File: config.mk
export PLATFORM = sky130hd
export DESIGN_NAME = mfrc_top
export DESIGN_NICKNAME = d
export VERILOG_FILES = /design/src/logic/mfrc_pkg.sv /design/src/logic/mfrc_timer_if.sv /design/src/logic/mfrc_deglitch.sv /design/src/logic/mfrc_top.sv
export SDC_FILE = /design/constraint.sdc
export NUM_CORES = 1
export LEC_CHECK = 0
export BUFFER_PORTS_ARGS = -buffer_cell sky130_fd_sc_hd__buf_2
export CAP_MARGIN = 20
export CORE_MARGIN = 3
export CORE_UTILIZATION = 40
export DETAILED_ROUTE_END_ITERATION = 10
export GPL_TIMING_DRIVEN = 0
export PLACE_DENSITY = 0.55
export SETUP_SLACK_MARGIN = 0.3
export SYNTH_ARGS = -nofsm -noshare
export SYNTH_HDL_FRONTEND = slang
export SYNTH_SLANG_ARGS = --single-unit
File: constraint.sdc
create_clock -name clk_i -period 16.2 [get_ports clk_i]
set_input_delay 1.62 -clock clk_i [delete_from_list [all_inputs] [get_ports clk_i]]
set_output_delay 1.62 -clock clk_i [all_outputs]
set_load 0.05 [all_outputs]
File: src/logic/mfrc_pkg.sv
// constants, tables and types of the motor fault response block
package mfrc_pkg;
    // register word indexes; byte address is four times the index
    localparam logic [9:0] MFRC_IDX_SETUP_ONE = 10'h092;
    localparam logic [9:0] MFRC_IDX_SETUP_TWO = 10'h094;
    localparam logic [9:0] MFRC_IDX_STATUS = 10'h0C0;
    localparam logic [9:0] MFRC_IDX_CLEAR = 10'h0C1;
    localparam logic [31:0] MFRC_SETUP_ONE_RST = 32'h00000000;
    localparam logic [31:0] MFRC_SETUP_TWO_RST = 32'h00000000;
    localparam logic [31:0] MFRC_ZERO_WORD = 32'h00000000;

    // fault_setup_one field positions
    localparam int MFRC_NOMTR_DEG_LSB = 28;
    localparam int MFRC_CBC_MODE_LSB = 24;
    localparam int MFRC_LOCK_THR_LSB = 19;
    localparam int MFRC_LOCK_MODE_LSB = 15;
    localparam int MFRC_LOCK_DEG_LSB = 11;
    localparam int MFRC_CBC_RETRY_LSB = 8;
    localparam int MFRC_MTR_MODE_LSB = 3;
    localparam int MFRC_STALL_RECOVERY_WAIT_LSB = 0;
    // fault_setup_two field positions
    localparam int MFRC_ABN_EN_BIT = 30;
    localparam int MFRC_DESYNC_EN_BIT = 29;
    localparam int MFRC_NOMTR_EN_BIT = 28;
    localparam int MFRC_ABN_THR_LSB = 24;
    localparam int MFRC_SYNC_TIMES_LSB = 21;
    localparam int MFRC_NOMTR_THR_LSB = 18;
    localparam int MFRC_OV_MODE_BIT = 17;
    localparam int MFRC_VM_MAX_LSB = 14;
    localparam int MFRC_RETRY_TIMES_LSB = 7;
    // status and clear layout
    localparam int MFRC_STAT_LIVE_LSB = 16;
    localparam int MFRC_STAT_USED_LSB = 24;
    localparam int MFRC_CLR_LOCK_BIT = 16;
    localparam int MFRC_CLR_OV_BIT = 17;
    localparam int MFRC_EV_CBC = 0;
    localparam int MFRC_EV_CBC_REPORT = 1;
    localparam int MFRC_EV_LOCK_CUR = 2;
    localparam int MFRC_EV_ABN = 3;
    localparam int MFRC_EV_DESYNC = 4;
    localparam int MFRC_EV_NOMTR = 5;
    localparam int MFRC_EV_LOCK_REPORT = 6;
    localparam int MFRC_EV_OV = 7;

    // response codes
    localparam logic [3:0] MFRC_CBC_CUR_LOW = 4'h2;
    localparam logic [3:0] MFRC_CBC_PERIODS = 4'h4;
    localparam logic [3:0] MFRC_CBC_REPORT = 4'h6;
    localparam logic [3:0] MFRC_LOCK_AUTO = 4'h4;
    localparam logic [3:0] MFRC_LOCK_REPORT = 4'h8;
    localparam logic [4:0] MFRC_LOCK_THR_MAX = 5'h1B;
    localparam logic [3:0] MFRC_SYNC_BASE = 4'h2;

    // amplifier level in 0.5 mV units, supply in 0.1 V units, speed in Hz
    localparam logic [15:0] MFRC_LOCK_STEP = 16'h00C8;
    localparam logic [15:0] MFRC_SPEED_STEP = 16'h00FA;
    localparam logic [15:0] MFRC_NOMTR_DEG_MS [8] = '{16'h0001, 16'h000A, 16'h0019,
        16'h0032, 16'h0064, 16'h00FA, 16'h01F4, 16'h03E8};
    localparam logic [15:0] MFRC_LOCK_DEG_MS [16] = '{16'h0001, 16'h0002, 16'h0005,
        16'h000A, 16'h0019, 16'h0032, 16'h004B, 16'h0064, 16'h00FA, 16'h01F4,
        16'h03E8, 16'h09C4, 16'h1388, 16'h2710, 16'h61A8, 16'hC350};
    localparam logic [15:0] MFRC_RETRY_MS [8] = '{16'h0064, 16'h01F4, 16'h03E8,
        16'h07D0, 16'h0BB8, 16'h1388, 16'h1D4C, 16'h2710};
    localparam logic [15:0] MFRC_NOMTR_LEVEL [8] = '{16'h000A, 16'h000F, 16'h0014,
        16'h0019, 16'h0028, 16'h0032, 16'h003C, 16'h0050};
    localparam logic [15:0] MFRC_VM_LIMIT [8] = '{16'h0000, 16'h0064, 16'h0096,
        16'h00DC, 16'h0140, 16'h0190, 16'h01F4, 16'h0258};
    localparam logic [4:0] MFRC_RETRY_LIMIT [8] = '{5'h00, 5'h02, 5'h03, 5'h05,
        5'h07, 5'h0A, 5'h0F, 5'h14};

    // one millisecond at a 10 ns clock
    localparam int MFRC_MS_NS = 1000000;
    localparam int MFRC_CLK_NS = 10;
    localparam int MFRC_MS_CYCLES = MFRC_MS_NS / MFRC_CLK_NS;

    typedef enum logic [2:0] {
        MFRC_DRIVE, MFRC_TRISTATE, MFRC_RECIRC, MFRC_HS_BRAKE, MFRC_LS_BRAKE
    } mfrc_bridge_t;
    typedef enum logic [1:0] {LK_IDLE, LK_LATCHED, LK_RETRY} mfrc_lock_state_t;
endpackage

File: src/logic/mfrc_timer_if.sv
// request and answer of one qualification timer
`timescale 1ns/100ps
interface mfrc_timer_if;
    logic cond;
    logic tick;
    logic [15:0] limit;
    logic done;
    modport ctrl(output cond, output tick, output limit, input done);
    modport timer(input cond, input tick, input limit, output done);
endinterface

File: src/logic/mfrc_deglitch.sv
// millisecond qualification timer, restarts whenever its condition drops
`timescale 1ns/100ps
module mfrc_deglitch (
    input wire logic clk_i,
    input wire logic rst_i,
    mfrc_timer_if.timer tif
);
    logic [15:0] cnt_reg;
    logic [15:0] cnt_next;
    wire at_limit = (cnt_reg >= tif.limit);

    // saturating count so a long hold cannot wrap and lose the result
    assign cnt_next = !tif.cond ? 16'h0000 :
                      (tif.tick && !at_limit) ? cnt_reg + 16'h0001 : cnt_reg;
    assign tif.done = tif.cond && at_limit;

    always_ff @(posedge clk_i) begin
        if (rst_i) begin
            cnt_reg <= 16'h0000;
        end else begin
            cnt_reg <= cnt_next;
        end
    end
endmodule

File: src/logic/mfrc_top.sv
// fault response unit: current limit, lock, no-motor and overvoltage handling
//
// Local design decision: register access over Wishbone.
`timescale 1ns/100ps
module mfrc_top #(
    parameter int unsigned MS_CYCLES = mfrc_pkg::MFRC_MS_CYCLES
) (
    input wire logic clk_i,
    input wire logic rst_i,
    input wire logic wb_cyc_i,
    input wire logic wb_stb_i,
    input wire logic wb_we_i,
    input wire logic [11:0] wb_adr_i,
    input wire logic [31:0] wb_dat_i,
    input wire logic [3:0] wb_sel_i,
    output logic [31:0] wb_dat_o,
    output logic wb_ack_o,
    input wire logic cbc_over_i,
    input wire logic pwm_period_i,
    input wire logic high_side_mod_i,
    input wire logic [15:0] amp_level_i,
    input wire logic [15:0] speed_hz_i,
    input wire logic desync_pulse_i,
    input wire logic [15:0] supply_level_i,
    output mfrc_pkg::mfrc_bridge_t bridge_mode_o,
    output logic fault_pin_low_active_n_o
);
    import mfrc_pkg::*;

    function automatic logic [31:0] merge_lanes(input logic [31:0] old_w,
                                                input logic [31:0] new_w,
                                                input logic [3:0] sel);
        logic [31:0] res;
        res = old_w;
        for (int i = 0; i < 4; i++) begin
            if (sel[i]) begin
                res[i*8 +: 8] = new_w[i*8 +: 8];
            end
        end
        return res;
    endfunction

    function automatic mfrc_bridge_t code_bridge(input logic [3:0] code);
        case (code[1:0])
            2'h0: code_bridge = MFRC_TRISTATE;
            2'h1: code_bridge = MFRC_RECIRC;
            2'h2: code_bridge = MFRC_HS_BRAKE;
            default: code_bridge = MFRC_LS_BRAKE;
        endcase
    endfunction

    // ---------------- register bus ----------------
    logic [31:0] setup_one_reg;
    logic [31:0] setup_two_reg;
    logic [31:0] dat_reg;
    logic ack_reg;
    logic [7:0] sticky_reg;
    logic [7:0] sticky_next;

    wire bus_req = wb_cyc_i && wb_stb_i;
    wire [9:0] bus_idx = wb_adr_i[11:2];
    wire hit_one = (bus_idx == MFRC_IDX_SETUP_ONE);
    wire hit_two = (bus_idx == MFRC_IDX_SETUP_TWO);
    wire hit_stat = (bus_idx == MFRC_IDX_STATUS);
    wire hit_clr = (bus_idx == MFRC_IDX_CLEAR);
    // writes land at the edge that samples ack, as the classic cycle ends
    wire wr_commit = bus_req && ack_reg && wb_we_i;
    wire [31:0] clr_word = merge_lanes(MFRC_ZERO_WORD, wb_dat_i, wb_sel_i);
    wire clr_wr = wr_commit && hit_clr;
    wire clr_lock = clr_wr && clr_word[MFRC_CLR_LOCK_BIT];
    wire clr_ov = clr_wr && clr_word[MFRC_CLR_OV_BIT];

    // ---------------- field decode ----------------
    wire [2:0] nomtr_deg = setup_one_reg[MFRC_NOMTR_DEG_LSB +: 3];
    wire [3:0] cbc_mode = setup_one_reg[MFRC_CBC_MODE_LSB +: 4];
    wire [4:0] lock_thr = setup_one_reg[MFRC_LOCK_THR_LSB +: 5];
    wire [3:0] lock_mode = setup_one_reg[MFRC_LOCK_MODE_LSB +: 4];
    wire [3:0] lock_deg = setup_one_reg[MFRC_LOCK_DEG_LSB +: 4];
    wire [2:0] cbc_retry = setup_one_reg[MFRC_CBC_RETRY_LSB +: 3];
    wire [3:0] mtr_mode = setup_one_reg[MFRC_MTR_MODE_LSB +: 4];
    wire [2:0] stall_recovery_wait = setup_one_reg[MFRC_STALL_RECOVERY_WAIT_LSB +: 3];
    wire abn_en = setup_two_reg[MFRC_ABN_EN_BIT];
    wire desync_en = setup_two_reg[MFRC_DESYNC_EN_BIT];
    wire nomtr_en = setup_two_reg[MFRC_NOMTR_EN_BIT];
    wire [3:0] abn_thr = setup_two_reg[MFRC_ABN_THR_LSB +: 4];
    wire [2:0] sync_times = setup_two_reg[MFRC_SYNC_TIMES_LSB +: 3];
    wire [2:0] nomtr_thr = setup_two_reg[MFRC_NOMTR_THR_LSB +: 3];
    wire ov_auto = setup_two_reg[MFRC_OV_MODE_BIT];
    wire [2:0] vm_max = setup_two_reg[MFRC_VM_MAX_LSB +: 3];
    wire [2:0] retry_times = setup_two_reg[MFRC_RETRY_TIMES_LSB +: 3];

    // ---------------- millisecond tick ----------------
    logic [31:0] ms_cnt_reg;
    wire ms_last = (ms_cnt_reg == 32'(MS_CYCLES - 1));

    // ---------------- cycle-by-cycle current limit ----------------
    logic cbc_active_reg;
    logic [2:0] cbc_wait_reg;
    logic [3:0] cbc_code_reg;
    // codes 2/3 need high-side modulation; otherwise they act as disabled
    wire cbc_en = (cbc_mode < MFRC_CBC_REPORT) &&
                  ((cbc_mode != MFRC_CBC_CUR_LOW && cbc_mode != (MFRC_CBC_CUR_LOW + 4'h1))
                   || high_side_mod_i);
    wire cbc_report_hit = (cbc_mode == MFRC_CBC_REPORT) && cbc_over_i;
    wire cbc_start = !cbc_active_reg && cbc_en && cbc_over_i;
    wire cbc_sel_low = (cbc_code_reg >= MFRC_CBC_CUR_LOW) && (cbc_code_reg < MFRC_CBC_PERIODS);
    wire cbc_sel_per = (cbc_code_reg >= MFRC_CBC_PERIODS);
    wire cbc_end = cbc_active_reg && (
        (!cbc_sel_low && !cbc_sel_per && pwm_period_i) ||
        (cbc_sel_low && !cbc_over_i) ||
        (cbc_sel_per && pwm_period_i && cbc_wait_reg == cbc_retry));
    wire cbc_flags_pin = cbc_active_reg && !cbc_code_reg[0];

    // ---------------- detectors ----------------
    wire [15:0] lock_level = 16'(lock_thr) * MFRC_LOCK_STEP;
    wire lock_cur_cond = (lock_mode <= MFRC_LOCK_REPORT) && (lock_thr <= MFRC_LOCK_THR_MAX) &&
                         (amp_level_i >= lock_level);
    wire [15:0] abn_level = (16'(abn_thr) + 16'h0001) * MFRC_SPEED_STEP;
    wire abn_hit = abn_en && (speed_hz_i > abn_level);
    wire nomtr_cond = nomtr_en && (amp_level_i < MFRC_NOMTR_LEVEL[nomtr_thr]);
    logic [3:0] desync_cnt_reg;
    wire [3:0] desync_need = 4'(sync_times) + MFRC_SYNC_BASE;
    wire desync_trip = desync_en && desync_pulse_i &&
                       (desync_cnt_reg + 4'h1 >= desync_need);

    mfrc_timer_if nomtr_tif();
    mfrc_timer_if lockc_tif();
    mfrc_timer_if retry_tif();

    assign nomtr_tif.cond = nomtr_cond;
    assign nomtr_tif.tick = ms_last;
    assign nomtr_tif.limit = MFRC_NOMTR_DEG_MS[nomtr_deg];
    assign lockc_tif.cond = lock_cur_cond;
    assign lockc_tif.tick = ms_last;
    assign lockc_tif.limit = MFRC_LOCK_DEG_MS[lock_deg];

    mfrc_deglitch u_nomtr_deg (
        .clk_i(clk_i),
        .rst_i(rst_i),
        .tif(nomtr_tif)
    );
    mfrc_deglitch u_lockc_deg (
        .clk_i(clk_i),
        .rst_i(rst_i),
        .tif(lockc_tif)
    );
    mfrc_deglitch u_retry_wait (
        .clk_i(clk_i),
        .rst_i(rst_i),
        .tif(retry_tif)
    );

    wire nomtr_hit = nomtr_tif.done;
    wire lockc_hit = lockc_tif.done;
    wire motor_hit = abn_hit || desync_trip || nomtr_hit;
    wire mtr_active = (mtr_mode < MFRC_LOCK_REPORT);
    wire lock_active = (lock_mode < MFRC_LOCK_REPORT);
    wire lock_report = ((lock_mode == MFRC_LOCK_REPORT) && lockc_hit) ||
                       ((mtr_mode == MFRC_LOCK_REPORT) && motor_hit);
    // current lock takes priority when both detectors fire together
    wire lock_trig = (lock_active && lockc_hit) || (mtr_active && motor_hit);
    wire [3:0] trig_code = (lock_active && lockc_hit) ? lock_mode : mtr_mode;

    // ---------------- lock response state machine ----------------
    mfrc_lock_state_t lock_state_reg;
    mfrc_lock_state_t lock_state_next;
    logic [3:0] lock_code_reg;
    logic [4:0] retry_used_reg;
    logic [4:0] retry_used_next;
    wire [4:0] retry_cap = MFRC_RETRY_LIMIT[retry_times];
    wire retries_spent = (retry_cap != 5'h00) && (retry_used_reg >= retry_cap);

    assign retry_tif.cond = (lock_state_reg == LK_RETRY);
    assign retry_tif.tick = ms_last;
    assign retry_tif.limit = MFRC_RETRY_MS[stall_recovery_wait];

    always_comb begin
        lock_state_next = lock_state_reg;
        retry_used_next = retry_used_reg;
        case (lock_state_reg)
            LK_IDLE: begin
                if (lock_trig) begin
                    if (trig_code < MFRC_LOCK_AUTO || retries_spent) begin
                        lock_state_next = LK_LATCHED;
                    end else begin
                        lock_state_next = LK_RETRY;
                    end
                end
            end
            LK_RETRY: begin
                if (retry_tif.done) begin
                    lock_state_next = LK_IDLE;
                    retry_used_next = retry_used_reg + 5'h01;
                end
            end
            LK_LATCHED: begin
                if (clr_lock) begin
                    lock_state_next = LK_IDLE;
                    retry_used_next = 5'h00;
                end
            end
            default: begin
                lock_state_next = LK_IDLE;
            end
        endcase
    end

    // ---------------- overvoltage ----------------
    logic ov_fault_reg;
    wire ov_cond = (vm_max != 3'h0) && (supply_level_i > MFRC_VM_LIMIT[vm_max]);
    // a persisting condition wins over a clear, so the fault cannot be dropped early
    wire ov_next = ov_cond || (ov_fault_reg && !(ov_auto || clr_ov));

    // ---------------- gate drive and fault pin ----------------
    mfrc_bridge_t bridge_next;
    wire lock_holds = (lock_state_reg != LK_IDLE);
    assign bridge_next = ov_fault_reg ? MFRC_TRISTATE :
                         lock_holds ? code_bridge(lock_code_reg) :
                         cbc_active_reg ? MFRC_RECIRC : MFRC_DRIVE;
    wire pin_next = !((lock_state_reg == LK_LATCHED) || cbc_flags_pin || ov_fault_reg);

    // ---------------- status events ----------------
    logic [7:0] events;
    always_comb begin
        events = 8'h00;
        events[MFRC_EV_CBC] = cbc_start;
        events[MFRC_EV_CBC_REPORT] = cbc_report_hit;
        events[MFRC_EV_LOCK_CUR] = lockc_hit;
        events[MFRC_EV_ABN] = abn_hit;
        events[MFRC_EV_DESYNC] = desync_trip;
        events[MFRC_EV_NOMTR] = nomtr_hit;
        events[MFRC_EV_LOCK_REPORT] = lock_report;
        events[MFRC_EV_OV] = ov_cond;
    end
    // set wins over a clear in the same cycle
    assign sticky_next = (sticky_reg & ~(clr_wr ? clr_word[7:0] : 8'h00)) | events;

    wire [31:0] status_word = {3'h0, retry_used_reg, 4'h0, ov_fault_reg,
                               (lock_state_reg == LK_RETRY),
                               (lock_state_reg == LK_LATCHED), cbc_active_reg,
                               8'h00, sticky_reg};
    wire [31:0] read_word = hit_one ? setup_one_reg :
                            hit_two ? setup_two_reg :
                            hit_stat ? status_word : MFRC_ZERO_WORD;

    // ---------------- registers ----------------
    always_ff @(posedge clk_i) begin
        if (rst_i) begin
            ack_reg <= 1'b0;
            dat_reg <= MFRC_ZERO_WORD;
            setup_one_reg <= MFRC_SETUP_ONE_RST;
            setup_two_reg <= MFRC_SETUP_TWO_RST;
        end else begin
            ack_reg <= bus_req && !ack_reg;
            if (bus_req && !ack_reg) begin
                dat_reg <= wb_we_i ? MFRC_ZERO_WORD : read_word;
            end
            if (wr_commit && hit_one) begin
                setup_one_reg <= merge_lanes(setup_one_reg, wb_dat_i, wb_sel_i);
            end
            if (wr_commit && hit_two) begin
                setup_two_reg <= merge_lanes(setup_two_reg, wb_dat_i, wb_sel_i);
            end
        end
    end

    always_ff @(posedge clk_i) begin
        if (rst_i) begin
            ms_cnt_reg <= 32'h00000000;
        end else begin
            ms_cnt_reg <= ms_last ? 32'h00000000 : ms_cnt_reg + 32'h00000001;
        end
    end

    always_ff @(posedge clk_i) begin
        if (rst_i) begin
            cbc_active_reg <= 1'b0;
            cbc_wait_reg <= 3'h0;
            cbc_code_reg <= 4'h0;
        end else if (cbc_start) begin
            cbc_active_reg <= 1'b1;
            cbc_wait_reg <= 3'h0;
            cbc_code_reg <= cbc_mode;
        end else if (cbc_end) begin
            cbc_active_reg <= 1'b0;
        end else if (cbc_active_reg && pwm_period_i) begin
            cbc_wait_reg <= cbc_wait_reg + 3'h1;
        end
    end

    always_ff @(posedge clk_i) begin
        if (rst_i) begin
            desync_cnt_reg <= 4'h0;
        end else if (!desync_en || desync_trip) begin
            desync_cnt_reg <= 4'h0;
        end else if (desync_pulse_i) begin
            desync_cnt_reg <= desync_cnt_reg + 4'h1;
        end
    end

    always_ff @(posedge clk_i) begin
        if (rst_i) begin
            lock_state_reg <= LK_IDLE;
            lock_code_reg <= 4'h0;
            retry_used_reg <= 5'h00;
        end else begin
            lock_state_reg <= lock_state_next;
            retry_used_reg <= retry_used_next;
            if (lock_state_reg == LK_IDLE && lock_trig) begin
                lock_code_reg <= trig_code;
            end
        end
    end

    always_ff @(posedge clk_i) begin
        if (rst_i) begin
            ov_fault_reg <= 1'b0;
            sticky_reg <= 8'h00;
            bridge_mode_o <= MFRC_DRIVE;
            fault_pin_low_active_n_o <= 1'b1;
        end else begin
            ov_fault_reg <= ov_next;
            sticky_reg <= sticky_next;
            bridge_mode_o <= bridge_next;
            fault_pin_low_active_n_o <= pin_next;
        end
    end

    assign wb_ack_o = ack_reg;
    assign wb_dat_o = dat_reg;
endmodule

# ---- Yosys cells after proc, flatten, opt, wreduce, memory -nomap -nowiden
# Memory sizes are Yosys's and may differ from the RTL's.
# Cells that the tools add are included.
# W data, S select, Z words.
dict set report totals {
  regBits 211
  rom_bits 808
  input_bits 105
  mem_count 6
}
dict set report classes {
  addsub 9
  multipliers 2
  n_lt_le_gt_ge 24
  n_eq_ne 18
  muxes 34
  n_bitwise 13
  n_reduce_logical 93
}
# name words width rd rd_ports_with_merged_regs write_ports line
set memory_table {}
lappend memory_table {{(name not given)} 16 16 1 0 0 mfrc_top.sv:135} ;# assign lockc_tif.limit = MFRC_LOCK_DEG_MS[lock_deg];
lappend memory_table {{(name not given)} 8 16 1 0 0 mfrc_top.sv:210} ;# wire ov_cond = (vm_max != 3'h0) && (supply_level_i > MFRC_VM_LIMIT[vm_max]);
lappend memory_table {{(name not given)} 8 16 1 0 0 mfrc_top.sv:175} ;# assign retry_tif.limit = MFRC_RETRY_MS[stall_recovery_wait];
lappend memory_table {{(name not given)} 8 16 1 0 0 mfrc_top.sv:132} ;# assign nomtr_tif.limit = MFRC_NOMTR_DEG_MS[nomtr_deg];
lappend memory_table {{(name not given)} 8 16 1 0 0 mfrc_top.sv:120} ;# wire nomtr_cond = nomtr_en && (amp_level_i < MFRC_NOMTR_LEVEL[nomtr_thr]);
lappend memory_table {{(name not given)} 8 5 1 0 0 mfrc_top.sv:170} ;# wire [4:0] retry_cap = MFRC_RETRY_LIMIT[retry_times];
# operator n
set ops {}
lappend ops {{$mux W16} 10}
lappend ops {{$mux W32} 3}
lappend ops {{$add A16 B1 Y16 const B} 3}
lappend ops {{$ge A16 B16 Y1} 3}
lappend ops {{$logic_and A1 B1 Y1} 43}
lappend ops {{$eq A10 B8 Y1 const B} 4}
lappend ops {{$add A32 B1 Y32 const B} 1}
lappend ops {{$eq A32 B17 Y1 const B} 1}
lappend ops {{$mux W29} 1}
lappend ops {{$ge A4 B4 Y1 const B} 5}
lappend ops {{$mux W5} 4}
lappend ops {{$not A3 Y4} 5}
lappend ops {{$reduce_and A2 Y1} 9}
lappend ops {{$ge A16 B13 Y1} 1}
lappend ops {{$gt A16 B13 Y1} 1}
lappend ops {{$gt A16 B16 Y1} 1}
lappend ops {{$lt A16 B16 Y1} 1}
lappend ops {{$mux W8} 2}
lappend ops {{$reduce_or A2 Y1} 7}
lappend ops {{$logic_or A1 B1 Y1} 13}
lappend ops {{$logic_not A1 Y1} 12}
lappend ops {{$lt A4 B3 Y1 const B} 3}
lappend ops {{$mul A5 B7 Y12 const B} 1}
lappend ops {{$mux W2} 6}
lappend ops {{37 further kinds} 53}

# ---- Logic depth before layout (Yosys ltp)
# Gate-level depths: netlist (run 1).
dict set report depth {
  word_depth 13
  ltp_mapped 26
  depth_no_buf 26
}

# ---- Hierarchy
# From an unflattened synthesis (run 1), not the netlist that was laid out.
dict set report unflattened {
  cells_unflattened 1586
  hier_area_um2 13813.2
}
# module n_inst cells_each area_per_inst_um2
set modules_own_cells {}
lappend modules_own_cells {mfrc_top 1 1148 10040.9}
lappend modules_own_cells {mfrc_deglitch 3 146 1257.5}

# ---- Least setup slack after synthesis (run 1)
# No wires, ideal clock.
dict set report synth_path {
  path_type {reg2reg}
  startpoint {register setup_two_reg[24]}
  endpoint {register lock_code_reg[0]}
  setup_ns 0.122
  arrival_time_ns 5.539
  t_required_ns 16.078
  path_slack_ns 10.539
  stages_incl_launch_ff 25
  n_path_buf 0
  period_less_slack_ns 5.661
  path_cell_list {dfxtp_1 ha_1 xor2_1 inv_1 fa_1 fa_1 fa_1 inv_1 ha_1 a21oi_1 nor2_1 o21a_1 o21ai_0 nand2b_1 a21oi_1 xnor2_1 ha_1 nand3_1 nor3_1 o31a_1 o41ai_1 o21a_1 a211oi_1 o21ai_0 o311a_1}
}
dict set report synth_between {
  elab_chain_len 9
}
# element line
set synth_rtl {}
lappend synth_rtl {{from (decl)} mfrc_top.sv:54} ;# logic [31:0] setup_two_reg;
lappend synth_rtl {{from (signal assigned)} mfrc_top.sv:262} ;# setup_two_reg <= merge_lanes(setup_two_reg, wb_dat_i, wb_sel_i);
lappend synth_rtl {{$add A4 B1 Y5} mfrc_top.sv:118} ;# wire [15:0] abn_level = (16'(abn_thr) + 16'h0001) * MFRC_SPEED_STEP;
lappend synth_rtl {{$mul A5 B7 Y12} mfrc_top.sv:118}
lappend synth_rtl {{$gt A16 B13 Y1} mfrc_top.sv:119} ;# wire abn_hit = abn_en && (speed_hz_i > abn_level);
lappend synth_rtl {{$logic_and A1 B1 Y1} mfrc_top.sv:119}
lappend synth_rtl {{$logic_or A1 B1 Y1 (2 in a row)} mfrc_top.sv:155} ;# wire motor_hit = abn_hit || desync_trip || nomtr_hit;
lappend synth_rtl {{$logic_and A1 B1 Y1} mfrc_top.sv:161} ;# wire lock_trig = (lock_active && lockc_hit) || (mtr_active && motor_hit);
lappend synth_rtl {{$logic_or A1 B1 Y1} mfrc_top.sv:161}
lappend synth_rtl {{$logic_and A1 B1 Y1} mfrc_top.sv:309} ;# if (lock_state_reg == LK_IDLE && lock_trig) begin
lappend synth_rtl {{to (signal assigned)} mfrc_top.sv:310} ;# lock_code_reg <= trig_code;
lappend synth_rtl {{to (decl)} mfrc_top.sv:167} ;# logic [3:0] lock_code_reg;
# No other way between the ends.
# A chain may end at the register's enable or synchronous reset.

# ---- Worst setup path in the final report (run 1)
# Ends and elaborated chain as after synthesis.

==> results of run 1 <==
==> metal layers <==
layer | wire length (um) | track usage (%) | vias to the layer above
met1 | 17600 | 30.2 | 5252
li1 | - | - | 5688
met4 | 476 | 3.27 | 2
met2 | 16100 | 34.1 | 251
met3 | 1840 | 3.01 | 33
met5 | 20 | 0 | -
==> worst max-delay path: cells and delay by family, from the launching register on <==
| kind | cells | cell delay (ns) |
|---|---|---|
| XOR/XNOR | 2 | 0.53 |
| AO/OA/AOI/OAI | 9 | 2.58 |
| adder cells (fa/ha/maj) | 6 | 2.49 |
| buffers and inverters | 2 | 0.19 |
| AND/OR/NAND/NOR | 4 | 0.35 |
| flip-flops | 1 | 0.62 |
==> how the worst max path moves through the flow <==
stage	startpoint	end	cells past startpoint
floorplan	setup_two_reg[24]	lock_code_reg[0]	24
global placement	setup_two_reg[24]	lock_code_reg[1]	23
detailed placement	setup_two_reg[24]	lock_code_reg[0]	23
CTS	setup_two_reg[24]	lock_code_reg[0]	23
global route	setup_two_reg[24]	lock_code_reg[1]	23
finish	setup_two_reg[24]	lock_code_reg[0]	23
==> per-stage QoR <==
step	total power [mW]	instance area [sq um]	utilization [%]
after floorplan	0.555	12700	-
after global placement	0.583	13900	44.9
after detailed placement	0.584	13900	44.9
after CTS	1.14	14700	47.5
after global routing	1.17	14700	47.5
final	1.13	14700	47.5
==> where the power goes <==
part           total [mW]  switching [mW]  internal [mW]
combinational      0.0504          0.0325         0.0179
clock               0.555           0.222          0.333
sequential          0.522         0.00152          0.520
total                1.13           0.256          0.872
==> cell families after synthesis <==
kind of cell / after synthesis
AOI/OAI and AO/OA: 288
xor gates and xnor gates: 82
adders and majority gates: 173
buffers and inverters: 148
DFF: 211
muxes: 33
and+or+nand+nor: 605
==> cell usage in the layout, fill, tap and decap left out, types with 30 or more instances in the layout <==
master | Yosys | routed
a21oi_1 | 144 | 144
nand4_1 | 30 | 30
nand3_1 | 42 | 42
inv_1 | 88 | 88
xor2_1 | 52 | 52
nand2_1 | 201 | 201
nor2_1 | 205 | 205
buf_2 | 2 | 139
o21ai_0 | 35 | 35
clkbuf_1 | 51 | 58
mux2i_1 | 31 | 31
xnor2_1 | 30 | 30
ha_1 | 162 | 162
dfxtp_1 | 211 | 211
==> area by class of cell <==
cell class                      count  area, sq um
Sequential cell                   211         4220
Timing Repair Buffer              137          686
Clock inverter                      7         98.8
Multi-Input combinational cell   1181         7910
Inverter                           89          334
Tap cell                          396          495
Fill cell                        3099        16200
Buffer                             59          224
Clock buffer                       37          709
==> flow_summary.yaml, run 1 <==
min_path:
  hold_end: "u_nomtr_deg.cnt_reg[15]"
  min_path_type: "reg2reg"
  holdPathStages: 2
  hold_start: "u_nomtr_deg.cnt_reg[15]"
logic_synthesis:
  syn_avg_cell_area_sq_um: 8.24
  async_reset_ff_share_pct: 0
  yosys_warnings: 0
  syn_nets: 1818
  synth_fa_ha_area_share_pct: 17.7
  synth_edf_count: 0
  post_synth_main_area_contributors: "dfxtp_1 (33%), ha_1 (16%), nor2_1 (6.1%)"
  yosysUniqueCellTypes: 68
  yosysTopAreaCell: "dfxtp_1"
  synth_top_family_by_area: "simple AND/OR/NAND/NOR gates"
  ys_ff_latch: 211
  synthFlopType: "dfxtp_1"
  seq_area_frac_synth_pct: 33.3
  synth_most_common_cell: "dfxtp_1"
  yosys-top-cells-count: "dfxtp_1 (211), nor2_1 (205), nand2_1 (201)"
  synth_top_area_share_pct: 33.3
  synth_compound_area_share_pct: 14.1
  synth.cell_area_sq_um: 12700
  synth_xor_area_share_pct: 5.66
  synthCells: 1540
  synthSimpleGateAreaFrac_pct: 22.1
  synth.area.mux_share_pct: 2.62
clocking:
  clkSlewWorstSetupHoldPaths_ns: 0.06
  postCtsSetupBuffers: 0
  root_buffer: "clkbuf_16"
  cts_tree: "done"
  h-tree-depth: 1
  cts.sinks: 211
  cts_resized: 0
  ctsHoldBuffers: 0
  numCtsBuffers: 24
  cts_buffer_depth: 3
  clk_latency_ns: 0.53
finish:
  syn_to_final_growth_pct: 15.7
  n_antenna_cell: 0
  final_nets: 1981
  instances_no_fill: 2117
  drive_above_1_share_pct: 11.3
placement:
  io_buffers: 137
  gp_congestion: 0.851
  post-place-ws_ns: 9.22
  place_hpwl_mm: 28.0
  place_inst: 2073
pwr:
  power_leakage_nw: 6.06
  ir_drop_uv: 66.8
  p_per_area_nw_per_um2: 76.8
worst_setup_path:
  cp-start-kind: "register"
  arrival_ns: 7.31
  reg2reg_depth: 23
  slowest_delay_ns: 0.79
  end_kind: "register"
  path_cells: "ha_1, xor2_1, inv_1, fa_1, fa_1, fa_1, inv_1, ha_1, a21oi_1, nor2_1, o21a_1, o21ai_0, nand2b_1, a21oi_1, xnor2_1, ha_1, nand3_1, nor3_1, o31a_1, o41ai_1, o21a_1, a211oi_1, o311a_1"
  required_ns: 16.61
  rr_endpoint: "lock_code_reg[0]"
  regToRegStartpoint: "setup_two_reg[24]"
  critical-path-slowest-cell: "o41ai_1"
  r2r_slack_ns: 9.30
  crit_fanout: 9
  criticalPathCategory: "reg2reg"
floorplanning:
  dieArea_sq_um: 33900
  placementRows: 64
  die_w_um: 184
  start_util_pct: 41.0
  dieHeight_um: 184
  io_pins: 142
  core_area_sq_um: 30900
detailed_routing:
  avgViaCountPerCell: 5.30
  wl_per_cell_um: 17.0
  drt_wl_total_mm: 36.0
  drt-initial-drc-count: 676
  vias: 11200
  first_pass_iters: 7
  drc: 0
  antenna_left: 0
timing:
  worst_hold_slack_ns: 0.432
  setup_viol: 0
  tightest_slew_ns: 1.07
  drv_slew: 0
  setup_slack_ns: 9.30
  clock_skew_ns: 0.0230
  period_needed_ns: 6.90
  max_slew_margin_pct: 28.2
  fin_tns_setup_ns: 0
  fmax_mhz: 145
  rsz0062_at_grt: "false"
  hold_violations: 0
  period_share_pct: 42.6
grt:
  antenna_found_initial: 1
  grt_pass1_wl_mm: 57.4
  grt_pass1_vias: 10800
  grt_use_total_pct: 21.0
  grt_max_degree: 13
  overflow: 0
job:
  maxCapViolCount: 0
outcome:
  status: "finished clean"
Note: power is estimated with default switching activity, not from simulation.
==> inputs of run 2 (changes only) <==
- PLACE_DENSITY: 0.55 -> 0.57
- clock period: 16.2 -> 5.7 ns (I/O delays scaled with it)
==> run 2 against run 1 <==
Effect of this change:
- via count rose by 0.52%
- setup slack got worse by 8.9 ns
- hold slack got worse by 0.11 ns
- clock power rose to 2.7 times the previous value
- critical path type unchanged
- critical endpoint is now lock_code_reg[1]
- largest power group unchanged
==> flow_summary.yaml, run 2 (synthesized netlist as in run 1, its figures left out) <==
worst_setup_path:
  critical-path-slowest-cell: "fa_1"
  end_kind: "register"
  crit_path_frequent_cell: "ha_4"
  critPathLaunch: "setup_two_reg[24]"
  cp-start-kind: "register"
  required_ns: 6.09
  slowest_delay_ns: 0.51
  regToRegStartpoint: "setup_two_reg[24]"
  criticalPathCategory: "reg2reg"
  arrival_ns: 5.69
  crit_fanout: 6
pwr:
  intPower_mw: 2.45
  netSwitchingPower_mw: 0.699
  power_leakage_nw: 6.15
  power_frac_seq_pct: 47.0
  ir_drop_uv: 248
  p_per_area_nw_per_um2: 210
  clockPowerShare_pct: 48.3
  p_comb_share_pct: 4.6
  swShare_pct: 22.2
timing:
  clock_skew_ns: 0.0112
  worst_hold_slack_ns: 0.319
  hold_violations: 0
  max_slew_margin_pct: 39.7
  drv_slew: 0
  period_share_pct: 92.9
  fmax_mhz: 189
  tightest_slew_ns: 0.897
  rsz0062_at_grt: "true"
  period_needed_ns: 5.30
  setup_viol: 0
finish:
  instances_no_fill: 2128
  syn_to_final_growth_pct: 18.1
  n_antenna_cell: 0
  final_nets: 1994
  layout_commonest_cell: "dfxtp_1"
  fillers: 3072
  layout_common_cells: "dfxtp_1 (208), nor2_1 (205), nand2_1 (201)"
  regArea_sq_um: 4240
  multiInputGateArea_sq_um: 8120
  drive_above_1_share_pct: 13.6
clocking:
  cts_tree: "done"
  clk_latency_ns: 0.51
  cts_buffer_depth: 3
  clkSlewWorstSetupHoldPaths_ns: 0.06
  cts.sinks: 211
  numCtsBuffers: 23
  h-tree-depth: 1
  root_buffer: "clkbuf_16"
detailed_routing:
  drt-initial-drc-count: 699
  drc: 0
  first_pass_iters: 7
  avgViaCountPerCell: 5.30
  wl_per_cell_um: 16.9
  drt_wl_total_mm: 35.9
  antenna_left: 0
  vias: 11300
floorplanning:
  placementRows: 64
  die_w_um: 184
  core_area_sq_um: 30900
  dieHeight_um: 184
  io_pins: 142
  dieArea_sq_um: 33900
  start_util_pct: 41.0
grt:
  grt_max_degree: 14
  antenna_found_initial: 1
  overflow: 0
  grt_use_total_pct: 21.1
  grt_pass1_wl_mm: 58.2
  grt_pass1_vias: 11100
placement:
  place_hpwl_mm: 27.9
  io_buffers: 137
  place_inst: 2073
  gp_congestion: 0.884
min_path:
  min_path_type: "in2reg"
  hold_start: "wb_dat_i[31]"
outcome:
  status: "finished clean"
job:
  maxCapViolCount: 0
## run 2: cell types whose count changed in the layout (fill, tap and decap cells not counted), moves of 3 or more
cell,previous run,this run
ha_4,0,4
buf_4,0,14
o21ai_0,35,31
inv_2,0,5
ha_1,162,158
clkbuf_1,58,55
dfxtp_4,0,3
inv_1,88,83
nand3_1,42,39
dfxtp_1,211,208
o21ai_1,0,3
## run 2: power by group through the flow
stage | clock (mW) | sequential (mW) | combinational (mW)
floorplan | 0 | 1.52 | 0.0591
global placement | 0 | 1.52 | 0.140
detailed placement | 0 | 1.52 | 0.143
CTS | 1.55 | 1.48 | 0.145
global route | 1.62 | 1.48 | 0.161
finish | 1.52 | 1.48 | 0.146
## run 2: final timing paths
path / to / slack (ns) / cells past startpoint
worst max-delay path: lock_code_reg[1] / 0.40 / 27
worst max register to register: lock_code_reg[1] / 0.40 / 27
worst min register to register: u_nomtr_deg.cnt_reg[12] / 0.43 / 2
worst min-delay path: setup_two_reg[31] / 0.32 / 3
## run 2: routing by layer
layer  vias to the layer above  routed length, um  global-route usage, %
li1                       5701                  -                      -
met1                      5298              17400                   30.5
met2                       243              16000                   33.9
met3                        40               1800                   2.85
met4                         2                682                   4.32
met5                         -                 13                      0
## run 2: worst max-delay path, delay by kind of cell, from the launching register on
family,cells,cell delay (ns)
flip-flops,1,0.38
AO/OA/AOI/OAI,11,1.84
buffers and inverters,4,0.39
AND/OR/NAND/NOR,4,0.38
adder cells (fa/ha/maj),6,1.94
XOR/XNOR,2,0.26
## run 2: timing repair
| item | 4_1_cts | 5_1_grt |
|---|---|---|
| hold buffers | 0 | 0 |
| buffers inserted | 12 | 2 |
| resized for setup | 34 | 13 |
| setup endpoints to repair | 6 | 4 |
| pin swaps | 17 | 23 |
| hold endpoints to repair | 0 | 0 |
## run 2: stage by stage
step / power, mW / instance area (sq um) / util (%) / setup TNS [ns] / worst slack, ns
floorplan: 1.58 / 12700 / - / 0 / 0.343
global placement: 1.66 / 13900 / 44.9 / -4.91 / -0.975
detailed placement: 1.66 / 13900 / 44.9 / -5.11 / -1.02
CTS: 3.18 / 14900 / 48.2 / 0 / 0.308
global route: 3.26 / 15000 / 48.4 / 0 / 0.127
finish: 3.15 / 15000 / 48.4 / 0 / 0.404
## run 2: final cells by class
cell class | count | share of cell area, %
clock buffers | 35 | 4.61
flip-flops and latches | 211 | 28.3
repair buffers | 151 | 5.31
clock inverters | 6 | 0.535
plain buffers | 59 | 1.52
inverters | 89 | 2.23
multi-input cells | 1181 | 54.2
well taps | 396 | 3.31
==> inputs of run 3 (changes only) <==
- PLACE_DENSITY: 0.57 -> unset
- PLACE_DENSITY_LB_ADDON: unset -> 0.08
- SETUP_SLACK_MARGIN: 0.3 -> 0.15
==> run 3 against run 2 <==
Effect of this change:
- setup slack got worse by 0.086 ns
- utilization up 0.36 points
- hold slack got worse by 0.013 ns
- maximum frequency fell by 1.6%
- sequential share of layout area shrank 0.21 points
- via count hardly changed
- non-clock buffer count increased by 1
- clock skew grew 0.0058 ns
- die area unchanged
- global-route usage grew 0.23 points
- first-iteration DRC count is 17% higher
- register-to-register slack lost 0.09 ns
- critical path type unchanged
- largest power group unchanged
==> flow_summary.yaml, run 3 (synthesized netlist as in run 1, its figures left out) <==
placement:
  place_hpwl_mm: 28.4
  placed_area_sq_um: 13900
  gp_congestion: 0.830
  io_buffers: 137
worst_setup_path:
  crit_path_frequent_cell: "ha_4"
  critPathTopFamily: "adder cells"
  slowest_delay_ns: 0.51
  arrival_ns: 5.79
  cp-start-kind: "register"
  criticalPathCategory: "reg2reg"
  crit_fanout: 6
  crit_buf_inv: 4
  critical-path-slowest-cell: "fa_1"
  end_kind: "register"
  required_ns: 6.10
detailed_routing:
  vias: 11300
  antenna_left: 0
  drt_wl_total_mm: 36.6
  drt-initial-drc-count: 815
  wl_per_cell_um: 17.2
  first_pass_iters: 5
  drc: 0
  avgViaCountPerCell: 5.29
pwr:
  p_per_area_nw_per_um2: 221
  ir_drop_uv: 187
  power_leakage_nw: 6.21
finish:
  final_area_sq_um: 15100
  post-route-util_pct: 48.8
  layout_commonest_cell: "dfxtp_1"
  n_antenna_cell: 0
  multiInputGateArea_sq_um: 8100
  final_nets: 1996
  fillers: 3101
  layout_common_cells: "dfxtp_1 (208), nor2_1 (204), nand2_1 (201)"
  regArea_sq_um: 4240
  drive_above_1_share_pct: 13.8
  syn_to_final_growth_pct: 18.9
clocking:
  cts_buffer_depth: 3
  cts_tree: "done"
  clk_latency_ns: 0.52
  h-tree-depth: 1
  root_buffer: "clkbuf_16"
  cts.sinks: 211
  numCtsBuffers: 24
  clkSlewWorstSetupHoldPaths_ns: 0.06
timing:
  tightest_slew_ns: 1.03
  hold_violations: 0
  max_slew_margin_pct: 30.7
  period_share_pct: 94.4
  worst_hold_slack_ns: 0.306
  rsz0062_at_grt: "true"
  fin_tns_setup_ns: 0
  clock_skew_ns: 0.0170
  setup_viol: 0
  drv_slew: 0
  fmax_mhz: 186
  period_needed_ns: 5.38
min_path:
  min_path_type: "in2reg"
grt:
  globalRouteMet2Util_pct: 34.8
  antenna_found_initial: 0
  overflow: 0
  grt_use_total_pct: 21.3
  busiest_layer: "met2"
  use_met3_pct: 2.53
  grt_pass1_wl_mm: 58.3
  grt_pass1_vias: 10800
  gr-usage-met1_pct: 30.8
  grt_max_degree: 13
job:
  maxCapViolCount: 0
floorplanning:
  start_util_pct: 41.0
  dieArea_sq_um: 33900
  core_area_sq_um: 30900
  io_pins: 142
  placementRows: 64
  die_w_um: 184
  dieHeight_um: 184
outcome:
  status: "finished clean"
[run 3: cell count changes in the layout (fill, tap and decap cells not counted), sizes merged]
cell / previous run / this run
clkbuf: 85 / 90
clkinv: 5 / 2
bufinv: 2 / 4
[run 3: area by class of cell]
cell class              instances  area share (%)
plain buffers                  59            1.51
clock buffers                  39            5.03
clock inverters                 5           0.830
inverters                      89            2.21
multi-input cells            1181            53.7
flip-flops and latches        211            28.1
well taps                     396            3.28
repair buffers                152            5.38
[run 3: final timing paths]
check	from	to	depth (start not counted)	slack, ns
max	setup_two_reg[25]	lock_code_reg[1]	27	0.32
min	wb_dat_i[22]	setup_two_reg[22]	3	0.31
max reg2reg	setup_two_reg[25]	lock_code_reg[1]	27	0.32
min reg2reg	u_nomtr_deg.cnt_reg[12]	u_nomtr_deg.cnt_reg[12]	2	0.43
[run 3: per-layer routing]
metal / vias to the layer above / part of all wire, %
li1: 5713 / -
met1: 5285 / 48
met2: 242 / 45
met3: 40 / 4.5
met4: 0 / 1.7
met5: - / 0
[run 3: power breakdown]
| group | leakage, nW | switching (mW) | internal [mW] |
|---|---|---|---|
| logic | 4.07 | 0.0933 | 0.0512 |
| registers | 1.70 | 0.00446 | 1.48 |
| clock network | 0.433 | 0.626 | 1.09 |
[run 3: metrics by stage]
stage / setup slack (ns) / std cells / total power [mW]
finish: 0.318 / 2132 / 3.34
global route: 0.100 / 2132 / 3.44
CTS: 0.149 / 2123 / 3.37
detailed placement: -1.33 / 2074 / 1.66
global placement: -1.25 / 2073 / 1.66
floorplan: 0.164 / 1540 / 1.58
[run 3: what timing repair did]
action / 4_1_cts / 5_1_grt
pin swaps: 11 / 24
endpoints found under the setup margin: 6 / 4
hold buffers: 0 / 0
resized for setup: 34 / 14
buffers inserted: 5 / 9
hold endpoints to repair: 0 / 0
[run 3: worst reg2reg max path, stage by stage (launching register included)]
cell,delay (ns)
dfxtp_4,0.37
ha_4,0.19
xor2_4,0.19
buf_6,0.13
ha_4,0.25
inv_2,0.03
fa_1,0.47
fa_1,0.51
inv_2,0.04
ha_4,0.21
a21o_1,0.18
a21oi_4,0.18
nor2_2,0.05
o21a_1,0.20
o21ai_2,0.15
nand2b_1,0.09
a21oi_2,0.13
xnor2_1,0.10
ha_1,0.32
nand3_2,0.11
nor3_4,0.15
o31a_1,0.24
o41ai_4,0.07
buf_4,0.17
o21a_4,0.14
a211oi_4,0.31
o21ai_1,0.13
o311a_1,0.13
